**config.mk**
```make
export PLATFORM = sky130hd
export DESIGN_NAME = iwk_ctrl
export DESIGN_NICKNAME = d
export VERILOG_FILES = /design/src/hw/iwk_pkg.sv /design/src/hw/iwk_ctrl.sv /design/src/hw/iwk_prio_arb.sv /design/src/hw/iwk_wake_det.sv
export SDC_FILE = /design/constraint.sdc
export NUM_CORES = 1
export LEC_CHECK = 0
export BUFFER_PORTS_ARGS = -buffer_cell sky130_fd_sc_hd__buf_2
export CORE_UTILIZATION = 40
export CTS_CLUSTER_DIAMETER = 50
export CTS_CLUSTER_SIZE = 30
export DETAILED_ROUTE_END_ITERATION = 16
export GPL_TIMING_DRIVEN = 0
export HOLD_SLACK_MARGIN = 0.03
export PLACE_DENSITY = 0.55
export SYNTH_ARGS = -nofsm -noshare
export SYNTH_HDL_FRONTEND = slang
export SYNTH_SLANG_ARGS = --single-unit
```
**constraint.sdc**
```tcl
create_clock -name aclk -period 48.3 [get_ports aclk]
set_input_delay 9.66 -clock aclk [delete_from_list [all_inputs] [get_ports aclk]]
set_output_delay 9.66 -clock aclk [all_outputs]
set_load 0.1 [all_outputs]
```
**src/hw/iwk_pkg.sv**
```systemverilog
// Shared constants, types and helpers of the interrupt and wake-up block.
// Assumes a 32-bit AXI4-Lite register bus and a single clock.
package iwk_pkg;
    localparam int NUM_SRC = 32;
    localparam int NUM_LVL = 4;
    localparam int NUM_WAKE = 18;
    localparam int AXI_AW = 8;
    localparam logic [7:0] OFS_ENABLE = 8'h00;
    localparam logic [7:0] OFS_PEND = 8'h04;
    localparam logic [7:0] OFS_PRIO0 = 8'h08;
    localparam logic [7:0] OFS_PRIO1 = 8'h0c;
    localparam logic [7:0] OFS_ACTIVE = 8'h10;
    localparam logic [7:0] OFS_WAKE_EN = 8'h14;
    localparam logic [7:0] OFS_WAKE_STAT = 8'h18;
    localparam logic [31:0] RST_ENABLE = 32'h0000_0000;
    localparam logic [63:0] RST_PRIO = 64'h0;
    localparam logic [17:0] RST_WAKE_EN = 18'h0;
    localparam logic [1:0] RESP_OKAY = 2'h0;
    localparam logic [1:0] RESP_SLVERR = 2'h2;
    localparam int ENTRY_MAX_CYC = 15;
    localparam logic [1:0] QUIET_CYC = 2'h2;

    typedef enum logic [4:0] {
        IWK_RUN = 5'h01,
        IWK_WAIT = 5'h02,
        IWK_VERY_LOW_POWER_WAIT = 5'h04,
        IWK_STOP = 5'h08,
        IWK_VERY_LOW_POWER_STOP = 5'h10
    } iwk_pwr_mode_t;

    typedef enum logic [2:0] {
        WK_IDLE = 3'h1,
        WK_HOLD = 3'h2,
        WK_GIVE = 3'h4
    } iwk_wake_state_t;

    // Bit order equals the wake status register layout, bit 0 last
    typedef struct packed {
        logic [7:0] per_irq;
        logic usb;
        logic nmi;
        logic rtc_sec;
        logic rtc_alarm;
        logic cmp;
        logic adc;
        logic pin_irq;
        logic lvw;
        logic low_voltage_detect;
        logic rst_pin;
    } iwk_wake_src_t;

    typedef struct packed {
        logic [7:0] per_clk_on;
        logic adc_int_clk;
        logic rst_flt_lpo;
    } iwk_wake_qual_t;

    typedef struct packed {
        logic valid;
        logic [4:0] vec;
        logic [1:0] prio;
    } iwk_core_req_t;

    typedef struct packed {
        logic awvalid;
        logic [7:0] awaddr;
        logic wvalid;
        logic [31:0] wdata;
        logic [3:0] wstrb;
        logic bready;
        logic arvalid;
        logic [7:0] araddr;
        logic rready;
    } iwk_axi_req_t;

    typedef struct packed {
        logic awready;
        logic wready;
        logic bvalid;
        logic [1:0] bresp;
        logic arready;
        logic rvalid;
        logic [31:0] rdata;
        logic [1:0] rresp;
    } iwk_axi_rsp_t;

    function automatic logic [1:0] lowest_set(input logic [3:0] v);
        logic [1:0] r;
        r = 2'h3;
        for (int i = 3; i >= 0; i--) begin
            if (v[i]) begin
                r = 2'(i);
            end
        end
        return r;
    endfunction

    function automatic logic [1:0] prio_of(input logic [63:0] f, input logic [4:0] i);
        return f[2*i +: 2];
    endfunction

    function automatic logic [31:0] apply_strb(input logic [31:0] old,
                                               input logic [31:0] d, input logic [3:0] s);
        logic [31:0] r;
        r = old;
        for (int b = 0; b < 4; b++) begin
            if (s[b]) begin
                r[8*b +: 8] = d[8*b +: 8];
            end
        end
        return r;
    endfunction
endpackage

```
**src/hw/iwk_ctrl.sv**
```systemverilog
// Nested vectored interrupt controller with stop-mode wake detector.
// Assumes peripheral request lines also feed irq_src so wake causes pend.
// Notes on behaviour
// - Nesting with four distinct priority levels
// - Two-bit priority field per source
// - Thirty-two vectors, one per request line
// - Request to handler entry within fifteen cycles
// - Pending enabled interrupt wakes wait modes
// - Clockless stop detection asks clocks to restart
// - Waking request is pending after clock restart
// - Wakes from stop and very-low-power stop
// - Reset pin wakes only with low-power filter clock
// - Voltage detect and warning wake from stop
// - Any enabled pin interrupt wakes from stop
// - Converter wakes only on internal clock
// - Comparator wakes in normal and triggered operation
// - Clocked serial, timer, touch, flexible units wake
// - Clock alarm or seconds interrupt wakes
//
// The register offsets and the AXI4-Lite interface to the registers were left to the implementer.
`timescale 1ns/10ps
module iwk_ctrl (
    // Clock, reset, enable
    input logic aclk,
    input logic aresetn,
    input logic ce,
    // AXI4-Lite slave
    input iwk_pkg::iwk_axi_req_t axi_in,
    output iwk_pkg::iwk_axi_rsp_t axi_out,
    // Interrupt lines and summary output
    input logic [31:0] irq_src,
    output logic irq,
    // Core side
    output iwk_pkg::iwk_core_req_t core_req,
    input logic core_irq_ack,
    input logic core_irq_done,
    output logic core_wake,
    // Power and clock control
    input iwk_pkg::iwk_pwr_mode_t pwr_mode,
    input iwk_pkg::iwk_wake_src_t wake_src,
    input iwk_pkg::iwk_wake_qual_t wake_qual,
    input logic clk_running,
    output logic clk_wake_req
);
    import iwk_pkg::*;
    typedef struct packed {
        iwk_axi_rsp_t axi;
        logic aw_got;
        logic w_got;
        logic [7:0] waddr;
        logic [31:0] wdata;
        logic [3:0] wstrb;
        logic [31:0] enable;
        logic [31:0] pend;
        logic [63:0] prio;
        logic [17:0] wake_en;
        logic [17:0] wake_stat;
        logic [31:0] src_q;
        logic [3:0] active;
        iwk_core_req_t req;
        logic [1:0] quiet;
        logic irq;
        logic core_wake;
        logic wake_taken;
    } iwk_top_st_t;
    iwk_top_st_t st, next_st;

    logic best_valid;
    logic [4:0] best_id;
    logic [1:0] best_prio;
    logic det_valid;
    logic [17:0] det_cause;
    logic [31:0] rise_w;
    logic stop_w;
    logic ack_w;

    assign rise_w = irq_src & ~st.src_q;
    assign stop_w = (pwr_mode == IWK_STOP) || (pwr_mode == IWK_VERY_LOW_POWER_STOP);
    assign ack_w = core_irq_ack && st.req.valid;

    iwk_prio_arb u_arb (
        .aclk(aclk),
        .aresetn(aresetn),
        .ce(ce),
        .req(st.pend & st.enable),
        .prio_flat(st.prio),
        .best_valid(best_valid),
        .best_id(best_id),
        .best_prio(best_prio)
    );

    iwk_wake_det u_wake (
        .aclk(aclk),
        .aresetn(aresetn),
        .ce(ce),
        .stop(stop_w),
        .wake_en(st.wake_en),
        .src(wake_src),
        .qual(wake_qual),
        .clk_running(clk_running),
        .taken(st.wake_taken),
        .wake_req(clk_wake_req),
        .cause_valid(det_valid),
        .cause(det_cause)
    );

    always_comb begin
        logic [31:0] clr;
        logic [31:0] ack_clr;
        logic [17:0] wclr;
        logic [31:0] rd;
        logic rd_ok;
        logic [1:0] cur;
        clr = '0;
        ack_clr = '0;
        wclr = '0;
        rd = '0;
        rd_ok = 1'b1;
        cur = lowest_set(st.active);
        next_st = st;
        if (ce) begin
            // Write channel: address and data may arrive in either order
            if (axi_in.awvalid && st.axi.awready) begin
                next_st.aw_got = 1'b1;
                next_st.waddr = axi_in.awaddr;
            end
            if (axi_in.wvalid && st.axi.wready) begin
                next_st.w_got = 1'b1;
                next_st.wdata = axi_in.wdata;
                next_st.wstrb = axi_in.wstrb;
            end
            if (st.aw_got && st.w_got && !st.axi.bvalid) begin
                next_st.aw_got = 1'b0;
                next_st.w_got = 1'b0;
                next_st.axi.bvalid = 1'b1;
                next_st.axi.bresp = RESP_OKAY;
                case (st.waddr)
                    OFS_ENABLE: next_st.enable = apply_strb(st.enable, st.wdata, st.wstrb);
                    OFS_PEND: clr = apply_strb(32'h0, st.wdata, st.wstrb);
                    OFS_PRIO0: next_st.prio[31:0] = apply_strb(st.prio[31:0], st.wdata, st.wstrb);
                    OFS_PRIO1: next_st.prio[63:32] = apply_strb(st.prio[63:32], st.wdata,
                                                               st.wstrb);
                    OFS_ACTIVE: begin
                    end
                    OFS_WAKE_EN: next_st.wake_en = 18'(apply_strb({14'h0, st.wake_en},
                                                                  st.wdata, st.wstrb));
                    OFS_WAKE_STAT: wclr = 18'(apply_strb(32'h0, st.wdata, st.wstrb));
                    default: next_st.axi.bresp = RESP_SLVERR;
                endcase
            end
            if (st.axi.bvalid && axi_in.bready) begin
                next_st.axi.bvalid = 1'b0;
            end
            next_st.axi.awready = !next_st.aw_got && !next_st.axi.bvalid;
            next_st.axi.wready = !next_st.w_got && !next_st.axi.bvalid;

            // Read channel
            case (axi_in.araddr)
                OFS_ENABLE: rd = st.enable;
                OFS_PEND: rd = st.pend;
                OFS_PRIO0: rd = st.prio[31:0];
                OFS_PRIO1: rd = st.prio[63:32];
                OFS_ACTIVE: rd = {st.req.valid, 17'h0, st.req.vec, st.req.prio, 3'h0, st.active};
                OFS_WAKE_EN: rd = {14'h0, st.wake_en};
                OFS_WAKE_STAT: rd = {14'h0, st.wake_stat};
                default: rd_ok = 1'b0;
            endcase
            if (axi_in.arvalid && st.axi.arready) begin
                next_st.axi.rvalid = 1'b1;
                next_st.axi.rdata = rd;
                next_st.axi.rresp = rd_ok ? RESP_OKAY : RESP_SLVERR;
            end else if (st.axi.rvalid && axi_in.rready) begin
                next_st.axi.rvalid = 1'b0;
            end
            next_st.axi.arready = !next_st.axi.rvalid;

            // Nesting: one bit per active priority level
            if (core_irq_done && st.active != 4'h0) begin
                next_st.active[cur] = 1'b0;
            end
            if (ack_w) begin
                next_st.active[st.req.prio] = 1'b1;
                ack_clr[st.req.vec] = 1'b1;
                // Arbiter lags the pending register, so hold off re-offering
                next_st.quiet = QUIET_CYC;
            end else if (st.quiet != 2'h0) begin
                next_st.quiet = st.quiet - 2'h1;
            end

            // Rising edges pend; a new edge beats a same-cycle clear
            next_st.src_q = irq_src;
            next_st.pend = (st.pend & ~clr & ~ack_clr) | rise_w;

            next_st.req.valid = best_valid && !ack_w && st.quiet == 2'h0 &&
                (st.active == 4'h0 || best_prio < cur);
            next_st.req.vec = best_id;
            next_st.req.prio = best_prio;

            next_st.irq = (next_st.pend & next_st.enable) != 32'h0;
            next_st.core_wake = (pwr_mode == IWK_WAIT || pwr_mode == IWK_VERY_LOW_POWER_WAIT) &&
                (st.pend & st.enable) != 32'h0;

            // Wake causes land in sticky status once clocks run
            next_st.wake_taken = det_valid && !st.wake_taken;
            next_st.wake_stat = (st.wake_stat & ~wclr) |
                (next_st.wake_taken ? det_cause : 18'h0);
        end
    end

    always_ff @(posedge aclk) begin
        if (!aresetn) begin
            st <= '0;
            st.enable <= RST_ENABLE;
            st.prio <= RST_PRIO;
            st.wake_en <= RST_WAKE_EN;
        end else begin
            st <= next_st;
        end
    end

    assign axi_out = st.axi;
    assign irq = st.irq;
    assign core_req = st.req;
    assign core_wake = st.core_wake;

    // Cycles an enabled request waits with no handler running
    logic [4:0] entry_cnt;
    always_ff @(posedge aclk) begin
        if (!aresetn) begin
            entry_cnt <= 5'h0;
        end else if ((st.pend & st.enable) != 32'h0 && st.active == 4'h0 && !st.req.valid) begin
            entry_cnt <= entry_cnt + 5'h1;
        end else begin
            entry_cnt <= 5'h0;
        end
    end

    AST_NEST_PREEMPT: assert property (@(posedge aclk) disable iff (!aresetn)
        core_req.valid |-> st.active == 4'h0 || core_req.prio < lowest_set(st.active))
        else $error("offered request does not outrank running handler");
    AST_PEND_SRC: assert property (@(posedge aclk) disable iff (!aresetn)
        ce |=> (st.pend & ~$past(st.pend) & ~$past(rise_w)) == 32'h0)
        else $error("pending bit set without its line rising");
    AST_ENTRY_BOUND: assert property (@(posedge aclk) disable iff (!aresetn)
        ce |-> entry_cnt < 5'(ENTRY_MAX_CYC))
        else $error("interrupt entry took too long");
    AST_WAIT_WAKE: assert property (@(posedge aclk) disable iff (!aresetn)
        ce && (pwr_mode == IWK_WAIT || pwr_mode == IWK_VERY_LOW_POWER_WAIT) &&
        (st.pend & st.enable) != 32'h0 |=> core_wake)
        else $error("pending interrupt did not wake core from wait");
    AST_WAKE_SEEN: assert property (@(posedge aclk) disable iff (!aresetn)
        ce && det_valid && !st.wake_taken |=> (st.wake_stat & $past(det_cause)) == $past(det_cause))
        else $error("wake cause not recorded after clock restart");
endmodule

```
**src/hw/iwk_prio_arb.sv**
```systemverilog
// Priority arbiter: picks the most urgent enabled pending source.
// Assumes requests and priority fields come from registers of the caller.
`timescale 1ns/10ps
module iwk_prio_arb (
    // Clock, reset, enable
    input logic aclk,
    input logic aresetn,
    input logic ce,
    // Requests and priority fields
    input logic [31:0] req,
    input logic [63:0] prio_flat,
    // Winner, registered
    output logic best_valid,
    output logic [4:0] best_id,
    output logic [1:0] best_prio
);
    import iwk_pkg::*;
    typedef struct packed {
        logic valid;
        logic [4:0] id;
        logic [1:0] prio;
    } iwk_arb_st_t;
    iwk_arb_st_t st, next_st;

    always_comb begin
        next_st = st;
        if (ce) begin
            next_st = '0;
            // Lower value is more urgent; ties go to the lower line
            for (int i = NUM_SRC - 1; i >= 0; i--) begin
                if (req[i] && (!next_st.valid || prio_of(prio_flat, 5'(i)) <= next_st.prio)) begin
                    next_st.valid = 1'b1;
                    next_st.id = 5'(i);
                    next_st.prio = prio_of(prio_flat, 5'(i));
                end
            end
        end
    end

    always_ff @(posedge aclk) begin
        if (!aresetn) begin
            st <= '0;
        end else begin
            st <= next_st;
        end
    end

    assign best_valid = st.valid;
    assign best_id = st.id;
    assign best_prio = st.prio;

    AST_PRIO_FIELD: assert property (@(posedge aclk) disable iff (!aresetn)
        $past(ce) && best_valid |-> best_prio == prio_of($past(prio_flat), best_id))
        else $error("winner priority differs from its field");
endmodule

```
**src/hw/iwk_wake_det.sv**
```systemverilog
// Stop-mode wake detector: gates wake sources and asks for clocks.
// Assumes this logic sits on the always-on clock while core clocks stop.
`timescale 1ns/10ps
module iwk_wake_det (
    // Clock, reset, enable
    input logic aclk,
    input logic aresetn,
    input logic ce,
    // Mode and sources
    input logic stop,
    input logic [17:0] wake_en,
    input iwk_pkg::iwk_wake_src_t src,
    input iwk_pkg::iwk_wake_qual_t qual,
    // Clock control and hand-off
    input logic clk_running,
    input logic taken,
    output logic wake_req,
    output logic cause_valid,
    output logic [17:0] cause
);
    import iwk_pkg::*;
    typedef struct packed {
        iwk_wake_state_t fsm;
        logic req;
        logic [17:0] cause;
    } iwk_wd_st_t;
    iwk_wd_st_t st, next_st;
    logic [17:0] qmask;
    logic [17:0] gated;

    always_comb begin
        qmask = '1;
        qmask[0] = qual.rst_flt_lpo;
        qmask[4] = qual.adc_int_clk;
        qmask[17:10] = qual.per_clk_on;
        // Power monitors, pin interrupts, comparator and clock alarms pass ungated
        gated = src & qmask & wake_en;
    end

    always_comb begin
        next_st = st;
        if (ce) begin
            case (st.fsm)
                WK_IDLE: begin
                    if (stop && gated != 18'h0) begin
                        next_st.fsm = WK_HOLD;
                        next_st.req = 1'b1;
                        next_st.cause = gated;
                    end
                end
                WK_HOLD: begin
                    next_st.cause = st.cause | gated;
                    if (clk_running) begin
                        next_st.fsm = WK_GIVE;
                    end
                end
                WK_GIVE: begin
                    next_st.cause = st.cause | gated;
                    if (taken) begin
                        // Events landing on the hand-off edge start a new round
                        next_st.cause = gated;
                        next_st.fsm = (gated != 18'h0) ? WK_GIVE : WK_IDLE;
                        next_st.req = (gated != 18'h0);
                    end
                end
                default: begin
                    next_st = '0;
                    next_st.fsm = WK_IDLE;
                end
            endcase
        end
    end

    always_ff @(posedge aclk) begin
        if (!aresetn) begin
            st <= '0;
            st.fsm <= WK_IDLE;
        end else begin
            st <= next_st;
        end
    end

    assign wake_req = st.req;
    assign cause_valid = (st.fsm == WK_GIVE);
    assign cause = st.cause;

    AST_STOP_WAKE: assert property (@(posedge aclk) disable iff (!aresetn)
        ce && stop && gated != 18'h0 && st.fsm == WK_IDLE |=> wake_req && st.fsm == WK_HOLD)
        else $error("stop wake event did not raise wake request");
    AST_HOLD_REQ: assert property (@(posedge aclk) disable iff (!aresetn)
        st.fsm == WK_HOLD |=> wake_req && cause != 18'h0)
        else $error("wake request dropped before hand-off");
    AST_QUAL_GATE: assert property (@(posedge aclk) disable iff (!aresetn)
        ce && st.fsm == WK_IDLE && (src & wake_en & qmask) == 18'h0 |=> !wake_req)
        else $error("unclocked source raised a wake request");
endmodule
```
### Yosys cells after proc, flatten, opt, wreduce, memory -nomap -nowiden

Index checks and enable logic that the tools add are counted.

* register bits: 330
* bits in latches: 0
* bits in writable memories: 0
* memory bits (read-only): 0
* bits of input ports: 128
* memories: 0

* add/sub/neg operators: 1
* $mul: 0
* div/mod/pow operators: 0
* magnitude comparators: 38
* equality and inequality tests: 22
* shifts and indexed selects: 0
* multiplexer cells: 119
* bitwise logic cells: 19
* reduce and logical (&&, ||, !) cells: 154

Operators with widths (count)
* 8-bit two-way mux: 71
* 32-bit two-way mux: 8
* 32-bit case mux with 7 select lines: 1
* 32-bit bitwise AND: 5
* 32-bit NOT: 3
* 18-bit two-way mux: 4
* 32-bit nonzero test: 2
* 2-bit <= comparator: 31
* 18-bit bitwise AND: 3
* 18-bit case mux with 3 select lines: 1
* 4-bit AND reduction: 13
* 1-bit logical AND: 51
* 8-bit by 5-bit == test with 1-bit output (second input constant): 6
* 22-bit two-way mux: 2
* 1-bit zero test: 38
* 18-bit OR: 2
* 1-bit logical OR: 34
* 8-bit by 4-bit == test with 1-bit output (second input constant): 4
* 32-bit OR: 1
* 18-bit NOT: 1
* 18-bit nonzero test: 1
* 8-bit by 3-bit == test with 1-bit output (second input constant): 2
* 8-bit zero test: 2
* 2-bit two-way mux: 8
* other kinds (32): 59

### Logic depth before layout (Yosys ltp)

* depth after elaboration: 157
* gate-level depth with buffers: 221
* mapped depth without buffers: 217

### Hierarchy

A second synthesis with hierarchy kept.

* cell total of the unflattened synthesis: 2450
* area, all modules: 19124.6 µm²

By module, submodules not included
* iwk_ctrl: times used 1, cells each 1733, area each 14139.8 µm²
* iwk_prio_arb: times used 1, cells each 584, area each 3788.6 µm²
* iwk_wake_det: times used 1, cells each 133, area each 1196.1 µm²

### Least setup slack after synthesis

OpenSTA, ideal clock, no wires.

* path kind: register to register
* from: register st[212] (netlist bit)
* to: register u_arb.st, in the netlist u_arb.best_prio[0]
* arrival time: 38.660 ns
* required time: 48.182 ns
* slack: 9.522 ns
* cell stages (with the launch flop): 208
* buffers on the path: 4
* cells stage by stage: dfxtp_1 buf_6 nand3_1 ha_1 nor2b_1 o2111a_1 o21a_1 or2_2 ha_1 nand2_1 o211ai_1 nand3_1 a32o_1 ha_1 nand2b_1 a221o_1 and2b_2 nand2_1 (+172 left out) nor2_1 o32ai_1 a221oi_1 mux2_2 ha_1 a21oi_1 a21oi_1 inv_1 and3_1 a31oi_1 nand3_1 ha_1 a211o_1 nand3_1 nand2_1 a311o_1 a21oi_1 o21ai_1

* longest elaborated chain between the ends: 157

RTL lines
* start, declared: line iwk_ctrl.sv:66 `iwk_top_st_t st, next_st;`
* start signal, assigned: line iwk_ctrl.sv:217 `st <= next_st;`
* 32-bit bitwise AND *
* 8-bit two-way mux *: line iwk_prio_arb.sv:31 `if (req[i] && (!next_st.valid || prio_of(prio_flat, 5'(i)) <= next_st.prio)) begin`
* 8-bit two-way mux *: line iwk_prio_arb.sv:27 `if (ce) begin`
* 2-bit <= comparator / 1-bit zero test (equally long branches): line iwk_prio_arb.sv:31
* 1-bit logical OR: line iwk_prio_arb.sv:31
* 1-bit logical AND: line iwk_prio_arb.sv:31
* 8-bit two-way mux *: line iwk_prio_arb.sv:31
* 8-bit two-way mux *: line iwk_prio_arb.sv:27
* (+141 left out)
* 1-bit logical OR: line iwk_prio_arb.sv:31
* 1-bit logical AND: line iwk_prio_arb.sv:31
* 8-bit two-way mux *: line iwk_prio_arb.sv:31
* 8-bit two-way mux *: line iwk_prio_arb.sv:27
* 2-bit <= comparator / 1-bit zero test (equally long branches): line iwk_prio_arb.sv:31
* 1-bit logical OR: line iwk_prio_arb.sv:31
* 1-bit logical AND: line iwk_prio_arb.sv:31
* 8-bit two-way mux *: line iwk_prio_arb.sv:31
* end signal, assigned: line iwk_prio_arb.sv:44 `st <= next_st;`
* end, declared: line iwk_prio_arb.sv:23 `iwk_arb_st_t st, next_st;`

Mark *: on every way between the ends. The rest lies on a longest branch, timed or not. The select of a mux whose other input is x is not followed.
A chain may end at the register's enable or synchronous reset.

### Final worst setup path

* from: register st[180] (netlist bit)
* to: register u_arb.st, in the netlist u_arb.best_id[4]

The elaborated chain is that of the path after synthesis.

==> metrics.json <==
{
  "place": {
    "detailed_place.area_sq_mm": 0.0205,
    "placed_cells_incl_taps": 3134,
    "hpwlAfterDp_um": 64700,
    "gpl_wtd_cong": 0.971,
    "port_buffers": 175
  },
  "global_routing": {
    "globalRouteOverflowTotal": 0,
    "largest_net_degree_at_the_start_of_global_routing": 15,
    "antenna_violations_before_repair": 4,
    "grt-busiest-layer": "met2",
    "first_global_vias": 17700,
    "gr-usage-met3_pct": 5.50,
    "gr-usage-met2_pct": 54.3,
    "grt_util_met1_pct": 46.4,
    "grt_pass1_wl_um": 120000,
    "global_route.usage.total_pct": 34.6
  },
  "logic_synthesis": {
    "synth_enable_flop_cells": 0,
    "async_flop_share_pct": 0,
    "proportion_of_netlist_area_held_by_the_largest_area_contributor_pct": 35.0,
    "synthesis.area_sq_mm": 0.0188,
    "synthesis.instances": 2347,
    "synthFlopType": "sky130_fd_sc_hd__dfxtp_1",
    "synth.top_cells.by_count": "378 x sky130_fd_sc_hd__nand2_1, 328 x sky130_fd_sc_hd__dfxtp_1, 170 x sky130_fd_sc_hd__nor2b_1",
    "synthTopCellsByArea": "sky130_fd_sc_hd__dfxtp_1 35%, sky130_fd_sc_hd__nand2_1 7.6%, sky130_fd_sc_hd__mux2i_1 6.4%",
    "synthDistinctLibCells": 95,
    "yosysTopAreaCell": "sky130_fd_sc_hd__dfxtp_1",
    "synth.yosys.warnings": 0,
    "post-synth-top-count-cell": "sky130_fd_sc_hd__nand2_1",
    "synth-seq-area-share_pct": 35.0,
    "syn-mean-instance-area_sq_um": 8.00,
    "synth-seq-cells": 328
  },
  "die": {
    "initial_utilization_pct": 40.4,
    "row_count": 79,
    "num_io_pins": 180,
    "die-width_um": 219,
    "die-height_um": 219,
    "fp.dieArea_sq_mm": 0.0478,
    "core_region_area_sq_mm": 0.0465
  },
  "route": {
    "route.detailed.wl_per_inst_um": 26.1,
    "drtPass1Iterations": 6,
    "detail_route.iter0.violations": 2016,
    "via_count": 19200,
    "drc": 0,
    "vias_per_cell": 5.96,
    "drt_wl_total_um": 83800,
    "ant_nets": 0
  },
  "cells_and_area": {
    "drive_gt1_share_pct": 14.4,
    "syn2layout_area_growth_pct": 17.3,
    "area.sequential_sq_mm": 0.00657,
    "nets": 2740,
    "final.fill_count": 4702,
    "stdcell_area_sq_mm": 0.0220,
    "layout.core_utilization_pct": 47.4,
    "final_cells": 3214,
    "multiInputGateArea_sq_mm": 0.0111
  },
  "critical_path": {
    "setup.reg_to_reg.worst_slack_ns": 3.15,
    "critPathMaxFanout": 10,
    "worstRegToRegCells": 211,
    "worst_r2r_endpoint": "u_arb.best_id[4]",
    "regToRegStartpoint": "st[180]",
    "cp_data_arrival_time_ns": 45.67,
    "type_of_the_worst_setup_path": "reg -> reg",
    "end_kind": "flip-flop",
    "worst_path_largest_cell_delay_ns": 0.50,
    "critPathSlowestCell": "sky130_fd_sc_hd__a221oi_2",
    "timing.critical_path.required_ns": 48.82,
    "worst_setup_path_start_kind": "flip-flop",
    "cpMostUsedCell": "sky130_fd_sc_hd__ha_1"
  },
  "min_path": {
    "hold_path_startpoint": "u_wake.wake_req",
    "worst_hold_path.num_cells": 2,
    "timing.hold.worst.class": "reg -> reg",
    "whs_endpoint": "u_wake.wake_req"
  },
  "timing": {
    "fin_tns_setup_ns": 0,
    "final_max_slew_viol_count": 0,
    "rsz0062_at_grt": "false",
    "worst_slew_pin_slew_ns": 1.18,
    "maxClockFrequency_ghz": 0.0221,
    "skew_ns": 0.0268,
    "setup_violations_final": 0,
    "post_layout_min_period_ns": 45.15,
    "timing.slew.headroom_pct": 21.6,
    "hold_violations": 0,
    "period_share_pct": 93.5
  },
  "cts": {
    "clockBufferDepth": 3,
    "cts_htree_levels": 2,
    "cts_tree": "built",
    "clock-root-buffer": "sky130_fd_sc_hd__clkbuf_16",
    "cts_buffers": 43,
    "clkTransAtPathRegs_ns": 0.06,
    "cts_hold_buffers": 0,
    "number_of_sinks_on_the_clock_net": 328,
    "clock_latency_ns": 0.60
  },
  "run": {
    "max-cap-violations": 0
  },
  "power_and_ir_drop": {
    "vdd_drop_max_uv": 25.2,
    "p_leak_nw": 8.44,
    "totalPowerFinal_uw": 704,
    "powerDensity_mw_per_mm2": 31.9
  },
  "run_status": {
    "run_status": "finished, final reports clean"
  }
}
where the power goes:
part	switching [mW]	total, mW	leakage, nW	internal [mW]
Combinational	0.0508	0.0759	5.06	0.0251
Clock	0.139	0.342	0.718	0.203
Sequential	0.00865	0.286	2.66	0.277
layer usage:
layer  part of all wire (%)  vias up
li1                       -     8787
met1                     43     9321
met2                     44      873
met3                    7.5      188
met4                    4.6        2
met5                 0.0095        -
layout by cell type, fill, tap and decap left out, types with 52 or more instances in the layout:
master,instances
sky130_fd_sc_hd__nand2_1,378
sky130_fd_sc_hd__dfxtp_1,328
sky130_fd_sc_hd__buf_2,179
sky130_fd_sc_hd__nor2b_1,170
sky130_fd_sc_hd__a21oi_1,155
sky130_fd_sc_hd__clkbuf_1,126
sky130_fd_sc_hd__a21boi_0,126
sky130_fd_sc_hd__mux2i_1,121
sky130_fd_sc_hd__nor2_1,102
sky130_fd_sc_hd__a22oi_1,101
sky130_fd_sc_hd__inv_1,87
sky130_fd_sc_hd__o21ai_0,86
sky130_fd_sc_hd__buf_4,52
sky130_fd_sc_hd__nand3_1,52
how the worst max path moves through the flow:
stage	startpoint	to	slack, ns	cells past startpoint
finish	st[180]	u_arb.best_id[4]	3.15	211
global route	st[180]	u_arb.best_id[4]	0.02	213
CTS	st[212]	u_arb.best_id[4]	2.51	209
detailed placement	st[180]	u_arb.best_id[4]	2.64	209
global placement	st[180]	u_arb.best_id[4]	3.08	209
floorplan	st[212]	u_arb.best_prio[0]	9.52	207
final cells by class:
type | instances | share of cell area (%)
Timing Repair Buffer | 179 | 4.12
Inverter | 87 | 1.48
Tap cell | 607 | 3.45
Sequential cell | 328 | 29.8
Multi-Input combinational cell | 1745 | 50.2
Clock inverter | 29 | 1.65
Buffer | 188 | 4.18
Antenna cell | 2 | 0.0227
Clock buffer | 49 | 5.12
state kept, by name (all words and copies together), names as in the netlist, 2 cells and up:
| register | count |
|---|---|
| u_wake.st | 3 |
| u_wake.cause | 18 |
| st | 249 |
| u_arb.best_prio | 2 |
| u_arb.best_id | 5 |
| core_req | 8 |
| axi_out | 39 |
through the flow:
step	hold WS (ns)	setup WS (ns)
6_report	0.447	3.15
4_1_cts	0.456	2.51
3_5_place_dp	0.448	2.64
3_3_place_gp	0.442	3.08
2_1_floorplan	0.431	9.52
5_1_grt	0.471	0.0227
worst max-delay path, delay by kind of cell, from the launching register on:
kind | cells | cell delay [ns]
mux | 11 | 3.98
fa+ha+maj | 36 | 10.37
buf+inv | 7 | 1.01
simple gates | 62 | 9.42
compound gates | 95 | 19.84
flops | 1 | 0.32
kinds of logic after synthesis:
logic type	share of synthesized area (%)
other	0.0200
and+or+nand+nor	22.4
adders and majority gates	3.04
muxes	7.18
buffers and inverters	6.64
DFF	35.0
AOI/OAI and AO/OA	25.7
xor gates and xnor gates	0.0933
what timing repair did:
action / 4_1_cts / 5_1_grt
endpoints found under the setup margin: 0 / 7
gates resized for setup: 0 / 12
buffers inserted: 0 / 0
Power figures use the tool's default switching activity.
